--- src/logic/pmc_defs.svh ---
// Constant definitions for the power mode controller
`ifndef PMC_DEFS_SVH
`define PMC_DEFS_SVH
// Register offsets
`define PMC_ADDR_W 4
`define PMC_OFF_PRIMARY 4'h0
`define PMC_OFF_SECONDARY 4'h1
`define PMC_OFF_REGULATOR 4'h2
`define PMC_OFF_PERIPH_EN 4'h3
`define PMC_OFF_STATUS 4'h4
`define PMC_OFF_CLOCK_SRC 4'h5
// Field positions
`define PMC_BIT_IDLE 0
`define PMC_BIT_STOP 1
`define PMC_BIT_SUSPEND 0
`define PMC_BIT_SNOOZE 1
`define PMC_BIT_DEPTH 0
`define PMC_BIT_SLOW_T3 1
`define PMC_BIT_SLOW_T4 2
// Reset values
`define PMC_RST_PERIPH_EN 8'h00
`define PMC_RST_CLOCK_SRC 8'h00
`define PMC_RST_REGULATOR 8'h00
// Clock source code for the first fast oscillator
`define PMC_SRC_FAST_A 2'h0
// Number of wake sources and gated peripherals
`define PMC_WAKE_N 6
`define PMC_PERIPH_N 8
`endif

--- src/logic/pmc_pkg.sv ---
// Types shared by the power mode controller files
package pmc_pkg;
    // Power modes
    typedef enum logic [2:0] {
        MODE_NORMAL = 3'h0,
        MODE_IDLE = 3'h1,
        MODE_SUSPEND = 3'h2,
        MODE_SNOOZE = 3'h3,
        MODE_STOP = 3'h4,
        MODE_SHUTDOWN = 3'h5
    } power_mode_t;

    // Register port request
    typedef struct packed {
        logic [3:0] addr;
        logic [7:0] wdata;
        logic wr;
        logic rd;
    } reg_req_t;

    // Clock, oscillator and regulator controls
    typedef struct packed {
        logic core_clk_en;
        logic periph_clk_en;
        logic fast_oscillator_a_en;
        logic fast_oscillator_b_en;
        logic slow_t3_en;
        logic slow_t4_en;
        logic reg_low_bias;
        logic power_nets_off;
    } power_ctrl_t;

    // Wake sources from suspend and snooze
    typedef struct packed {
        logic timer4_event;
        logic spi_activity;
        logic i2c_target_activity;
        logic port_match;
        logic comparator0_fall;
        logic clu_event;
    } wake_src_t;
endpackage : pmc_pkg

--- src/logic/pmc_reset_sync.sv ---
// Two-stage reset release synchroniser
`timescale 1ns/100ps
module pmc_reset_sync (
    input wire logic core_clk,
    input wire logic reset_n,
    output logic sync_reset_n
);
    // ==========================================
    // Synchroniser stages
    logic meta_ff; // First stage, read only by second
    logic hold_ff; // Second stage

    // Assert asynchronously, release after two edges
    always_ff @(posedge core_clk or negedge reset_n) begin
        if (!reset_n) begin
            meta_ff <= 1'b0;
            hold_ff <= 1'b0;
        end else begin
            meta_ff <= 1'b1;
            hold_ff <= meta_ff;
        end
    end

    assign sync_reset_n = hold_ff;
endmodule : pmc_reset_sync

--- src/logic/pmc_wake_edge.sv ---
// Falling edge detector for the comparator wake input
`timescale 1ns/100ps
module pmc_wake_edge (
    input wire logic core_clk,
    input wire logic rst_n,
    input wire logic level_in,
    output logic fall_pulse
);
    // ==========================================
    // Previous level register
    logic prev_ff; // Last sampled level
    logic nxt_prev; // Next level

    // Next value
    always_comb begin
        nxt_prev = level_in;
    end

    // Register
    always_ff @(posedge core_clk or negedge rst_n) begin
        if (!rst_n) begin
            prev_ff <= 1'b0;
        end else begin
            prev_ff <= nxt_prev;
        end
    end

    // One-cycle pulse on a high-to-low change
    assign fall_pulse = prev_ff & ~level_in;
endmodule : pmc_wake_edge

--- src/logic/power_mode_controller.sv ---
// Power mode controller: sequences clocks, oscillators and regulator bias
// ==========================================
// Summary of operation
// - Gate clocks of disabled digital peripherals
// - Idle bit halts core, peripherals run
// - Any interrupt wakes idle to execution
// - Suspend stops clocks, both fast oscillators
// - Suspend keeps normal bias, wakes on event
// - Snooze stops clocks, oscillators, wakes on event
// - Snooze switches regulator to low bias
// - Timers 3, 4 may run slowly
// - Six wake sources end suspend, snooze
// - Stop bit powers down; depth selects kind
// - Stop leaves only through any reset
// - Shutdown leaves on pin, power-on reset
//
// Local design decisions: the placing of the registers and strobed register access.
`timescale 1ns/100ps
`include "pmc_defs.svh"
module power_mode_controller #(
    parameter int PERIPH_N = `PMC_PERIPH_N
) (
    input wire logic core_clk,
    input wire logic reset_n,
    input wire pmc_pkg::reg_req_t reg_req,
    output logic [7:0] reg_rdata,
    input wire logic irq_pending,
    input wire pmc_pkg::wake_src_t wake_src,
    input wire logic comparator0_out,
    input wire logic external_reset_pin_n,
    input wire logic power_on_reset,
    input wire logic other_reset,
    output pmc_pkg::power_ctrl_t power_ctrl,
    output logic [PERIPH_N-1:0] periph_clk_gate,
    output logic [1:0] system_clock_sel,
    output logic reset_request,
    output pmc_pkg::power_mode_t power_mode
);
    import pmc_pkg::*;

    // ==========================================
    // Reset and edge detection
    logic rst_n; // Synchronised reset
    logic cmp0_fall; // Comparator falling edge pulse

    pmc_reset_sync u_reset_sync (
        .core_clk(core_clk),
        .reset_n(reset_n),
        .sync_reset_n(rst_n)
    );

    pmc_wake_edge u_wake_edge (
        .core_clk(core_clk),
        .rst_n(rst_n),
        .level_in(comparator0_out),
        .fall_pulse(cmp0_fall)
    );

    // ==========================================
    // Registers
    logic [1:0] primary_ff; // Power control primary bits
    logic [1:0] secondary_ff; // Power control secondary bits
    logic [7:0] regulator_ff; // Regulator control
    logic [PERIPH_N-1:0] periph_en_ff; // Peripheral enables
    logic [1:0] clock_src_ff; // System clock selection
    logic [7:0] rdata_ff; // Read data
    power_mode_t mode_ff; // Current power mode
    logic rst_req_ff; // Reset request to the reset network
    logic [1:0] nxt_primary;
    logic [1:0] nxt_secondary;
    logic [7:0] nxt_regulator;
    logic [PERIPH_N-1:0] nxt_periph_en;
    logic [1:0] nxt_clock_src;
    logic [7:0] nxt_rdata;
    power_mode_t nxt_mode;
    logic nxt_rst_req;
    logic wake_any; // Any suspend or snooze wake
    logic wr_hit; // Write decode helper
    logic depth_sel; // Power down depth select

    // Write decode
    function automatic logic is_wr(input reg_req_t r, input logic [3:0] off);
        is_wr = r.wr && (r.addr == off);
    endfunction : is_wr

    assign depth_sel = regulator_ff[`PMC_BIT_DEPTH];
    assign wr_hit = reg_req.wr;

    // Wake sources, comparator taken from its falling edge
    always_comb begin
        wake_any = wake_src.timer4_event | wake_src.spi_activity
                 | wake_src.i2c_target_activity | wake_src.port_match
                 | wake_src.comparator0_fall | cmp0_fall | wake_src.clu_event;
    end

    // ==========================================
    // Register and mode next-state logic
    always_comb begin
        nxt_primary = primary_ff;
        nxt_secondary = secondary_ff;
        nxt_regulator = regulator_ff;
        nxt_periph_en = periph_en_ff;
        nxt_clock_src = clock_src_ff;
        nxt_mode = mode_ff;
        nxt_rst_req = 1'b0;
        nxt_rdata = 8'h00;
        // Software writes, only honoured while the core runs
        if (mode_ff == MODE_NORMAL && wr_hit) begin
            if (is_wr(reg_req, `PMC_OFF_REGULATOR)) begin
                nxt_regulator = reg_req.wdata;
            end
            if (is_wr(reg_req, `PMC_OFF_PERIPH_EN)) begin
                nxt_periph_en = reg_req.wdata[PERIPH_N-1:0];
            end
            if (is_wr(reg_req, `PMC_OFF_CLOCK_SRC)) begin
                nxt_clock_src = reg_req.wdata[1:0];
            end
            if (is_wr(reg_req, `PMC_OFF_PRIMARY)) begin
                // Stop outranks idle; one mode at a time
                if (reg_req.wdata[`PMC_BIT_STOP]) begin
                    nxt_mode = depth_sel ? MODE_SHUTDOWN : MODE_STOP;
                    nxt_primary = 2'b10;
                end else if (reg_req.wdata[`PMC_BIT_IDLE]) begin
                    nxt_mode = MODE_IDLE;
                    nxt_primary = 2'b01;
                end
            end
            if (is_wr(reg_req, `PMC_OFF_SECONDARY)) begin
                // Suspend outranks snooze
                if (reg_req.wdata[`PMC_BIT_SUSPEND]) begin
                    nxt_mode = MODE_SUSPEND;
                    nxt_secondary = 2'b01;
                end else if (reg_req.wdata[`PMC_BIT_SNOOZE]) begin
                    nxt_mode = MODE_SNOOZE;
                    nxt_secondary = 2'b10;
                end
            end
        end
        // Mode exits
        case (mode_ff)
            MODE_NORMAL: begin
                // Nothing to leave
            end
            MODE_IDLE: begin
                if (irq_pending) begin
                    nxt_mode = MODE_NORMAL;
                    nxt_primary = 2'b00;
                end
            end
            MODE_SUSPEND, MODE_SNOOZE: begin
                if (wake_any) begin
                    nxt_mode = MODE_NORMAL;
                    nxt_secondary = 2'b00;
                end
            end
            MODE_STOP: begin
                // Any reset source asks the reset network to restart
                nxt_rst_req = ~external_reset_pin_n | power_on_reset | other_reset;
            end
            MODE_SHUTDOWN: begin
                // Only pin or power-on reset
                nxt_rst_req = ~external_reset_pin_n | power_on_reset;
            end
            default: begin
                nxt_mode = MODE_NORMAL;
            end
        endcase
        // Read data, one cycle later
        if (reg_req.rd) begin
            case (reg_req.addr)
                `PMC_OFF_PRIMARY: nxt_rdata = {6'h00, primary_ff};
                `PMC_OFF_SECONDARY: nxt_rdata = {6'h00, secondary_ff};
                `PMC_OFF_REGULATOR: nxt_rdata = regulator_ff;
                `PMC_OFF_PERIPH_EN: nxt_rdata = 8'(periph_en_ff);
                `PMC_OFF_STATUS: nxt_rdata = {5'h00, mode_ff};
                `PMC_OFF_CLOCK_SRC: nxt_rdata = {6'h00, clock_src_ff};
                default: nxt_rdata = 8'h00;
            endcase
        end
    end

    // Register update
    always_ff @(posedge core_clk or negedge rst_n) begin
        if (!rst_n) begin
            primary_ff <= 2'h0;
            secondary_ff <= 2'h0;
            regulator_ff <= `PMC_RST_REGULATOR;
            periph_en_ff <= PERIPH_N'(`PMC_RST_PERIPH_EN);
            clock_src_ff <= `PMC_SRC_FAST_A;
            rdata_ff <= 8'h00;
            mode_ff <= MODE_NORMAL;
            rst_req_ff <= 1'b0;
        end else begin
            primary_ff <= nxt_primary;
            secondary_ff <= nxt_secondary;
            regulator_ff <= nxt_regulator;
            periph_en_ff <= nxt_periph_en;
            clock_src_ff <= nxt_clock_src;
            rdata_ff <= nxt_rdata;
            mode_ff <= nxt_mode;
            rst_req_ff <= nxt_rst_req;
        end
    end

    // ==========================================
    // Clock, oscillator and regulator outputs
    always_comb begin
        power_ctrl.core_clk_en = (mode_ff == MODE_NORMAL);
        power_ctrl.periph_clk_en = (mode_ff == MODE_NORMAL) || (mode_ff == MODE_IDLE);
        power_ctrl.fast_oscillator_a_en = (mode_ff == MODE_NORMAL) || (mode_ff == MODE_IDLE);
        power_ctrl.fast_oscillator_b_en = (mode_ff == MODE_NORMAL) || (mode_ff == MODE_IDLE);
        // Slow timers only in suspend or snooze
        power_ctrl.slow_t3_en = (mode_ff == MODE_SUSPEND || mode_ff == MODE_SNOOZE)
                              && regulator_ff[`PMC_BIT_SLOW_T3];
        power_ctrl.slow_t4_en = (mode_ff == MODE_SUSPEND || mode_ff == MODE_SNOOZE)
                              && regulator_ff[`PMC_BIT_SLOW_T4];
        power_ctrl.reg_low_bias = (mode_ff == MODE_SNOOZE);
        power_ctrl.power_nets_off = (mode_ff == MODE_STOP) || (mode_ff == MODE_SHUTDOWN);
    end

    // Per-peripheral gate: enabled and the peripheral clock running
    assign periph_clk_gate = periph_en_ff & {PERIPH_N{power_ctrl.periph_clk_en}};
    assign system_clock_sel = clock_src_ff;
    assign reset_request = rst_req_ff;
    assign power_mode = mode_ff;
    assign reg_rdata = rdata_ff;

    // ==========================================
    // Checks
    a_idle_entry: assert property (@(posedge core_clk) disable iff (!rst_n)
        (mode_ff == MODE_NORMAL && is_wr(reg_req, `PMC_OFF_PRIMARY) && reg_req.wdata == 8'h01)
        |=> (power_mode == MODE_IDLE && !power_ctrl.core_clk_en && power_ctrl.periph_clk_en))
        else $error("idle entry wrong");
    a_idle_wake: assert property (@(posedge core_clk) disable iff (!rst_n)
        (mode_ff == MODE_IDLE && irq_pending) |=> (power_mode == MODE_NORMAL && power_ctrl.core_clk_en))
        else $error("idle wake wrong");
    a_suspend_clocks: assert property (@(posedge core_clk) disable iff (!rst_n)
        (power_mode == MODE_SUSPEND) |-> (!power_ctrl.periph_clk_en && !power_ctrl.fast_oscillator_a_en
        && !power_ctrl.fast_oscillator_b_en && !power_ctrl.reg_low_bias))
        else $error("suspend controls wrong");
    a_snooze_bias: assert property (@(posedge core_clk) disable iff (!rst_n)
        (power_mode == MODE_SNOOZE) |-> (power_ctrl.reg_low_bias && !power_ctrl.core_clk_en))
        else $error("snooze bias wrong");
    a_sleep_wake: assert property (@(posedge core_clk) disable iff (!rst_n)
        ((mode_ff == MODE_SUSPEND || mode_ff == MODE_SNOOZE) && wake_src.spi_activity)
        |=> (power_mode == MODE_NORMAL))
        else $error("sleep wake wrong");
    a_stop_held: assert property (@(posedge core_clk) disable iff (!rst_n)
        (mode_ff == MODE_STOP) |=> (power_mode == MODE_STOP && power_ctrl.power_nets_off))
        else $error("stop left without reset");
    a_shutdown_exit: assert property (@(posedge core_clk) disable iff (!rst_n)
        (mode_ff == MODE_SHUTDOWN && external_reset_pin_n && !power_on_reset) |=> !reset_request)
        else $error("shutdown woke wrongly");
    a_gate_off: assert property (@(posedge core_clk) disable iff (!rst_n)
        periph_clk_gate == (((mode_ff == MODE_NORMAL) || (mode_ff == MODE_IDLE)) ? periph_en_ff : '0))
        else $error("peripheral clock gate wrong");
    // Snooze stops the same clocks as suspend
    a_snooze_clocks: assert property (@(posedge core_clk) disable iff (!rst_n)
        (power_mode == MODE_SNOOZE) |-> (!power_ctrl.periph_clk_en && !power_ctrl.fast_oscillator_a_en
        && !power_ctrl.fast_oscillator_b_en))
        else $error("snooze controls wrong");
    // Suspend request taken from a running core
    a_suspend_entry: assert property (@(posedge core_clk) disable iff (!rst_n)
        (mode_ff == MODE_NORMAL && is_wr(reg_req, `PMC_OFF_SECONDARY) && reg_req.wdata[`PMC_BIT_SUSPEND])
        |=> (power_mode == MODE_SUSPEND))
        else $error("suspend entry wrong");
    // Snooze request without suspend beside it
    a_snooze_entry: assert property (@(posedge core_clk) disable iff (!rst_n)
        (mode_ff == MODE_NORMAL && is_wr(reg_req, `PMC_OFF_SECONDARY) && reg_req.wdata[`PMC_BIT_SNOOZE]
        && !reg_req.wdata[`PMC_BIT_SUSPEND]) |=> (power_mode == MODE_SNOOZE))
        else $error("snooze entry wrong");
    // Stop bit with a clear depth select enters stop
    a_stop_entry: assert property (@(posedge core_clk) disable iff (!rst_n)
        (mode_ff == MODE_NORMAL && is_wr(reg_req, `PMC_OFF_PRIMARY) && reg_req.wdata[`PMC_BIT_STOP]
        && !regulator_ff[`PMC_BIT_DEPTH]) |=> (power_mode == MODE_STOP && power_ctrl.power_nets_off))
        else $error("stop entry wrong");
    // Stop bit with depth select set enters shutdown
    a_shutdown_entry: assert property (@(posedge core_clk) disable iff (!rst_n)
        (mode_ff == MODE_NORMAL && is_wr(reg_req, `PMC_OFF_PRIMARY) && reg_req.wdata[`PMC_BIT_STOP]
        && regulator_ff[`PMC_BIT_DEPTH]) |=> (power_mode == MODE_SHUTDOWN && power_ctrl.power_nets_off))
        else $error("shutdown entry wrong");
    // Any reset source asks for a restart from stop
    a_stop_reset: assert property (@(posedge core_clk) disable iff (!rst_n)
        (mode_ff == MODE_STOP && (other_reset || power_on_reset || !external_reset_pin_n)) |=> reset_request)
        else $error("stop reset not requested");
    // Pin or power-on reset wakes shutdown
    a_shutdown_pin: assert property (@(posedge core_clk) disable iff (!rst_n)
        (mode_ff == MODE_SHUTDOWN && (!external_reset_pin_n || power_on_reset)) |=> reset_request)
        else $error("shutdown reset not requested");
    // Slow timer clocks only while asleep
    a_slow_timers: assert property (@(posedge core_clk) disable iff (!rst_n)
        (power_mode != MODE_SUSPEND && power_mode != MODE_SNOOZE)
        |-> (!power_ctrl.slow_t3_en && !power_ctrl.slow_t4_en))
        else $error("slow timer clock wrong");
    // Any of the six wake sources ends suspend or snooze
    a_sleep_wake_any: assert property (@(posedge core_clk) disable iff (!rst_n)
        ((mode_ff == MODE_SUSPEND || mode_ff == MODE_SNOOZE) && (wake_src != '0 || cmp0_fall))
        |=> (power_mode == MODE_NORMAL && power_ctrl.core_clk_en))
        else $error("sleep wake source ignored");
    // Idle keeps peripherals and oscillators running
    a_idle_periph: assert property (@(posedge core_clk) disable iff (!rst_n)
        (power_mode == MODE_IDLE) |-> (power_ctrl.periph_clk_en && power_ctrl.fast_oscillator_a_en
        && power_ctrl.fast_oscillator_b_en && !power_ctrl.core_clk_en))
        else $error("idle controls wrong");
    // A halted core cannot start a second mode
    a_one_mode: assert property (@(posedge core_clk) disable iff (!rst_n)
        (mode_ff == MODE_IDLE && !irq_pending && reg_req.wr) |=> (power_mode == MODE_IDLE))
        else $error("second mode started");
endmodule : power_mode_controller
--- config.mk ---
export PLATFORM = sky130hd
export DESIGN_NAME = power_mode_controller
export DESIGN_NICKNAME = d
export VERILOG_FILES = /design/src/logic/pmc_pkg.sv /design/src/logic/pmc_reset_sync.sv /design/src/logic/pmc_wake_edge.sv /design/src/logic/power_mode_controller.sv
export VERILOG_INCLUDE_DIRS = /design/src /design/src/logic
export SDC_FILE = /design/constraint.sdc
export NUM_CORES = 1
export LEC_CHECK = 0
export BUFFER_PORTS_ARGS = -buffer_cell sky130_fd_sc_hd__buf_4
export CAP_MARGIN = 20
export CORE_ASPECT_RATIO = 0.9
export CORE_MARGIN = 2
export CORE_UTILIZATION = 40
export CTS_CLUSTER_DIAMETER = 50
export DETAILED_ROUTE_END_ITERATION = 10
export PLACE_DENSITY_LB_ADDON = 0.25
export SYNTH_ARGS = -nofsm -noshare
export SYNTH_HDL_FRONTEND = slang
export SYNTH_HIERARCHICAL = 1
export SYNTH_SLANG_ARGS = --single-unit
--- constraint.sdc ---
create_clock -name core_clk -period 1.57 [get_ports core_clk]
set_input_delay 0.314 -clock core_clk [delete_from_list [all_inputs] [get_ports core_clk]]
set_output_delay 0.314 -clock core_clk [all_outputs]
set_load 0.02 [all_outputs]
# == After elaboration in Yosys (flattened, before gate mapping) ==
# Index checks and enable logic that the tools add are counted.
# totals
register_bits,37
input_bits,27
out_inout_bits,30
elab_cells,77
# op_classes
n_eq_ne,10
mux,26
n_bitwise,12
reduce_logical,18
# ops
operator,count
one-hot mux 8 bit (6 select lines),1
2-to-1 mux 3 bit,9
2-to-1 mux 2 bit,12
one-hot mux 3 bit (3 select lines),1
bitwise AND 8 bit,1
== test 4 x 2 -> 1 bit (second input constant),2
== test 4 x 3 -> 1 bit (second input constant),2
logical AND 1 bit,8
2-to-1 mux 8 bit,1
bitwise OR 1 bit,8
== test 3 x 2 -> 1 bit (second input constant),2
== test 3 bit (second input constant),2
AND reduction 2 bit,3
== test 4 x 1 -> 1 bit (second input constant),1
logical NOT 4 bit,1
== test 3 x 1 -> 1 bit (second input constant),1
logical NOT 3 bit,1
logical OR 1 bit,3
OR reduction 3 bit,1
inverter 1 bit,2
one-hot mux 1 bit (2 select lines),1
OR reduction 2 bit,1
bitwise AND 1 bit,1
2-to-1 mux 1 bit,1

# == Logic depth before layout (Yosys ltp) ==
# Gate-level depths: netlist of run 1.
# depth
ltp_word,9
ltp_mapped,5
ltp_nobuf,4

# == Hierarchy ==
# Netlist of run 1, hierarchy kept.
# by_module_without_submodules
module,instances,cells_each,area_per_inst_um2,seq_area_each_um2
power_mode_controller,1,144,1716.6,850.8
pmc_reset_sync,1,3,53.8,50.0
pmc_wake_edge,1,2,38.8,25.0

# == Worst setup path after synthesis of run 1 ==
# No wires, ideal clock.
# synth_path
path_type,register to output
startpoint,"register mode_ff[2], in the netlist power_mode[2]"
endpoint,output periph_clk_gate[0]
arrival_ns,1.362
t_required_ns,1.256
slack_ns,-0.106
stages_incl_launch_ff,4
path_cell_list,dfrtp_1 > nor2_1 > clkbuf_1 > and2_1
# synth_lines
element,line_no,text
from (decl),power_mode_controller.sv:67,power_mode_t mode_ff;
from (signal assigned),power_mode_controller.sv:200,mode_ff <= nxt_mode;
to (decl),power_mode_controller.sv:34,"output logic [PERIPH_N-1:0] periph_clk_gate,"

# == Final worst setup path of run 1 ==
# layout_path
startpoint,"register mode_ff[2], in the netlist power_mode[2]"
endpoint,output periph_clk_gate[3]
# layout_via
elab_chain_cells,3
# layout_rtl
element,line_no,text
== test 3 x 1 -> 1 bit or logical NOT 3 bit (tied branches),power_mode_controller.sv:209,power_ctrl.periph_clk_en = (mode_ff == MODE_NORMAL) || (mode_ff == MODE_IDLE);
logical OR 1 bit (*),power_mode_controller.sv:209,
bitwise AND 8 bit (*),power_mode_controller.sv:222,assign periph_clk_gate = periph_en_ff & {PERIPH_N{power_ctrl.periph_clk_en}};
# Mark *: on every way between the ends. The rest lies on a longest branch, timed or not.

==> flow_summary.ini, run 1 <==
[status]
status = finished with violations
violations = setup timing

[routing]
drcViolationCount = 0
wirelength_um = 4620
viasPerCell = 5.11
dr.pass1.iters = 4
wl_per_cell_um = 15.7
postRouteAntennaNets = 0
drtIter0Drc = 96
via_count = 1508

[placement]
dp_hpwl_um = 3280
gp_congestion = 0.910
dp_cells = 271
port_buffers = 56

[synth]
syn_area_per_cell_um2 = 12.1
synth_ff_type = dfrtp_1
synth-edff-count = 0
synth-async-reset-ratio = 1.00
yosysSeqAreaShare = 0.512
syn_nets = 176
synthCells = 149
synth_seq_cells = 37
synthesis.area_um2 = 1810
synth_cell_types = 40
yosysWarnings = 6

[hold_path]
hold_depth = 1
min_to = u_wake_edge/prev_ff
hold_start = comparator0_out
min_path_type = input pin to flip-flop

[global_route]
grt_max_degree = 23
grt_usage = 0.199
grt_pass1_vias = 1584
grt_pass1_wl_um = 7380
overflow = 0
antenna_found_initial = 0

[critical_path]
r2r_setup_slack_ps = -30
criticalPathCategory = flip-flop to primary output
cp-start-kind = flip-flop
worstReg2RegStart = power_mode[1]
r2r_cells = 5
reg2reg_to = reg_rdata[1]
worst_ep_required_time_ps = 1260
cp.arrival_ps = 1380
crit_start = power_mode[2]
path_max_fanout = 6
critPathCaptureType = primary output

[finish]
fin_cells = 295
antenna_cells = 0
fillers = 354
area_growth_pct = 52.8
final_layout_size_suffix_gt1_frac = 0.592
nNetsFinal = 259

[power]
vdd_drop_max_mv = 1.01
p_leak_uw = 0.00132
p_per_area_nw_per_um2 = 1700

[sta]
fin_crit_ps = 1690
holdWs_ps = 155
rsz0062_at_grt = true
setup_viol = 16
fin_crit_sh = 1.08
fmax_mhz = 592
hold_viol_final = 0
setup_slack_ps = -120
finClkSkew_ps = 10.3
slew_viol_final = 0

[clock_tree]
cts_sinks = 37
cts_root_buf = clkbuf_8
cts.clk_slew.worst_paths_ps = 80
cts_tree = yes
cts_buffers = 5
clock_path_buffers = 2
h-tree-depth = 2
clock_latency_ps = 300

[die]
die_h_um = 67.8
ios = 57
die_w_um = 74.9
dieArea_um2 = 5080
coreArea_um2 = 4400
num_rows = 23
start_util = 0.411

[job]
maxCapViolations = 0
critical path: stages (launching register included):
cell	delay, ps
dfrtp_1	420
buf_6	150
nor2_4	110
buf_6	150
and2_4	140
buf_6	100
area by class of cell:
type	instances	area, um2	area share
well taps	62	77.6	0.0281
clock buffers	6	82.6	0.0299
flip-flops and latches	37	926	0.335
inverters	5	23.8	0.00860
multi-input cells	97	860	0.311
repair buffers	86	757	0.274
clock inverters	2	37.5	0.0136
registers in the layout, summed over array words and instances, names as in the netlist:
register / cells
system_clock_sel: 2
u_reset_sync/sync_reset_n: 1
secondary_ff: 2
reset_request: 1
power_mode: 3
reg_rdata: 8
regulator_ff: 8
u_wake_edge/prev_ff: 1
periph_en_ff: 8
primary_ff: 2
u_reset_sync/meta_ff: 1
cell families (layout without fill, tap and decap cells):
family | Yosys count | in the layout | synth area share
AO/OA/AOI/OAI | 23 | 23 | 0.0968
buffers and inverters | 15 | 99 | 0.0526
other | 1 | 1 | 0.00207
multiplexers | 20 | 20 | 0.137
flip-flops | 37 | 37 | 0.512
AND/OR/NAND/NOR | 53 | 53 | 0.200
routing by layer:
metal,vias up,track usage,part of all wire
met2,44,0.334,0.52
met1,750,0.249,0.41
li1,707,-,-
met4,0,0.0558,0.012
met3,7,0.0582,0.055
met5,-,0,0
power breakdown:
group          switching (uW)  internal [uW]  total [uW]
clock network             354            516         870
logic                     994           1330        2320
registers                 241           1270        1510
total                    1590           3110        4700
cell usage in the layout, fill, tap and decap left out, types with 2 or more instances in the layout:
cell      Yosys  routed
a21oi_1       4       4
a222oi_1      2       2
a22oi_1       5       5
a311oi_1      2       2
a31oi_1       2       2
and2_4        0      11
and3_1        2       2
buf_4         4      56
buf_6         3      29
clkbuf_8      0       6
dfrtp_1      37      37
inv_1         5       4
mux2_2       18      18
mux4_2        2       2
nand2_1       3       2
nand3_1       4       4
nand3b_1      4       4
nor2_1       10       8
nor2_4        0       2
nor2b_4       1       2
nor3_1        3       3
nor4_1        2       2
nor4b_4       2       2
nor4bb_1      2       2
worst max-delay path by stage:
stage          slack [ps]             endpoint  cells after the start
4_1_cts              -120   periph_clk_gate[0]                      5
3_3_place_gp            6         reg_rdata[1]                      4
3_5_place_dp          -20  system_clock_sel[0]                      4
6_report             -120   periph_clk_gate[3]                      5
5_1_grt              -180   periph_clk_gate[0]                      5
2_1_floorplan           2      periph_en_ff[0]                      3
synthesized netlist by cell type (2+ instances only):
master / instances / area, um2
nor3_1: 3 / 15.0
clkbuf_1: 2 / 7.51
a22oi_1: 5 / 37.5
a21oi_1: 4 / 20.0
buf_6: 3 / 33.8
nor4_1: 2 / 12.5
nand3_1: 4 / 20.0
a311oi_1: 2 / 17.5
inv_1: 5 / 18.8
nor2_1: 10 / 37.5
and3_1: 2 / 12.5
dfrtp_1: 37 / 926
nor3b_1: 2 / 15.0
nand2_1: 3 / 11.3
a222oi_1: 2 / 20.0
nor4bb_1: 2 / 20.0
a31oi_1: 2 / 12.5
mux4_2: 2 / 45.0
nor4b_4: 2 / 47.6
nand3b_1: 4 / 30.0
and2_1: 12 / 75.1
mux2_2: 18 / 203
buf_4: 4 / 30.0
through the flow:
stage	total power (uW)	util	instance area (um2)	setup WS (ps)	setup TNS (ps)
after floorplan	2480	-	1810	2.06	0
after global placement	3110	0.531	2340	5.75	0
after detailed placement	3180	0.531	2340	-16.6	-33.2
after CTS	4530	0.606	2670	-122	-1700
after global routing	4960	0.628	2760	-176	-2680
final	4700	0.628	2760	-120	-1500
what timing repair did:
item / 4_1_cts / 5_1_grt
endpoints found under the setup margin: 17 / 42
setup buffers: 8 / 6
resized for setup: 40 / 14
pin swaps: 13 / 5
hold buffers: 1 / 0
cloned: 1 / 0
hold endpoints to repair: 2 / 0
No activity file was read; power rests on OpenSTA's default activity.
==> inputs of run 2 (changes only) <==
--- a/config.mk
+++ b/config.mk
@@ -13,7 +13,8 @@
 export CORE_UTILIZATION = 40
 export CTS_CLUSTER_DIAMETER = 50
 export DETAILED_ROUTE_END_ITERATION = 10
-export PLACE_DENSITY_LB_ADDON = 0.25
+export PLACE_DENSITY = 0.65
+export RECOVER_POWER = 100
 export SYNTH_ARGS = -nofsm -noshare
 export SYNTH_HDL_FRONTEND = slang
 export SYNTH_HIERARCHICAL = 1
==> flow_summary.ini, run 2 (same netlist as run 1, synthesis figures left out) <==
[clock_tree]
cts_buffers = 5
clock_latency_ps = 290
cts_tree = yes
cts_root_buf = clkbuf_8
cts_sinks = 37
cts.clk_slew.worst_paths_ps = 70
h-tree-depth = 2
clock_path_buffers = 2

[sta]
holdWs_ps = 182
finClkSkew_ps = 1.52
fin_crit_ps = 1720
hold_viol_final = 0
slew_viol_final = 0
fmax_mhz = 583
fin_crit_sh = 1.09
rsz0062_at_grt = true
worst_pin_slew_ps = 861
setup_viol = 40
relSlewSlack = 0.426
setup_slack_ps = -145

[placement]
dp_cells = 272
dp_hpwl_um = 3290
port_buffers = 56
gp_congestion = 0.941

[finish]
area_growth_pct = 48.3
antenna_cells = 0
nNetsFinal = 261
final_common_cell = buf_4
final_layout_size_suffix_gt1_frac = 0.543
final_cell_mix = 42 x buf_4, 36 x dfrtp_1, 27 x buf_6, 17 x mux2_2, 15 x clkbuf_1
fin_cells = 296
fillers = 375

[routing]
viasPerCell = 5.28
postRouteAntennaNets = 0
dr.pass1.iters = 4
drtIter0Drc = 101
wl_per_cell_um = 16.7
drcViolationCount = 0
wirelength_um = 4950
via_count = 1562

[die]
start_util = 0.411
dieArea_um2 = 5080
num_rows = 23
die_h_um = 67.8
ios = 57
coreArea_um2 = 4400
die_w_um = 74.9

[power]
vdd_drop_max_mv = 0.863
p_per_area_nw_per_um2 = 1690
p_leak_uw = 0.00125

[global_route]
grt_max_degree = 36
grt_pass1_wl_um = 7450
grt_usage = 0.201
antenna_found_initial = 0
overflow = 0
grt_pass1_vias = 1543

[critical_path]
critPathCaptureType = flip-flop
cp.arrival_ps = 1890
cp-start-kind = flip-flop
path_max_fanout = 8
worst_ep_required_time_ps = 1750
criticalPathCategory = flip-flop to flip-flop

[job]
maxCapViolations = 0

[hold_path]
min_path_type = input pin to flip-flop

[status]
violations = setup timing
status = finished with violations
-- run 2: changes by cell type in the layout (fill, tap and decap cells not counted), moves of 2 or more --
cell and change:
buf_4 -14, buf_6 -2, clkbuf_1 +15, clkbuf_2 +3
-- run 2: layout make-up --
| type | instances | area [um2] | area share |
|---|---|---|---|
| flip-flops and latches | 37 | 927 | 0.346 |
| multi-input cells | 97 | 868 | 0.324 |
| repair buffers | 88 | 704 | 0.263 |
| clock buffers | 7 | 86.3 | 0.0322 |
| well taps | 62 | 77.6 | 0.0289 |
| inverters | 5 | 18.8 | 0.00700 |
-- run 2: report_power, final --
part           internal, uW  switching [uW]
logic                  1310            1030
clock network           348             318
registers              1270             253
total                  2920            1600
-- run 2: worst max-delay path, cell delays in order, from the launching register on --
cell	delay (ps)
dfrtp_1	400
buf_4	150
nor4b_4	340
buf_4	200
buf_6	110
nand2_8	70
mux2_4	320
-- run 2: worst paths after layout --
kind,to,cells past startpoint,startpoint,slack (ps)
setup / recovery,regulator_ff[5],6,power_mode[2],-150
hold / removal,u_wake_edge/prev_ff,1,comparator0_out,180
setup reg to reg,regulator_ff[5],6,power_mode[2],-150
hold reg to reg,u_reset_sync/sync_reset_n,0,u_reset_sync/meta_ff,360
max in group asynchronous,power_mode[0],1,u_reset_sync/sync_reset_n,550
min in group asynchronous,u_reset_sync/sync_reset_n,2,reset_n,350
-- run 2: layer usage --
| metal | global-route usage | part of all wire |
|---|---|---|
| met2 | 0.326 | 0.50 |
| met1 | 0.264 | 0.41 |
| met4 | 0.0647 | 0.022 |
| met5 | 0 | 0 |
| met3 | 0.0507 | 0.064 |
-- run 2: what timing repair did --
item / in CTS / in global routing
buffers inserted: 10 / 5
resized for setup: 41 / 13
setup endpoints to repair: 15 / 43
hold endpoints to repair: 2 / 0
pin swaps: 12 / 3
gates cloned: 1 / 0
hold buffers: 1 / 0
-- run 2: metrics by stage --
stage	cell area, um2	setup WS (ps)	TNS, ps	util	total power [uW]
after floorplan	1810	2.06	0	-	2480
after global placement	2340	19.4	0	0.532	3130
after detailed placement	2340	1.07	0	0.532	3180
after CTS	2660	-103	-1880	0.604	4390
after global routing	2680	-169	-4250	0.609	4730
final	2680	-145	-2760	0.609	4520
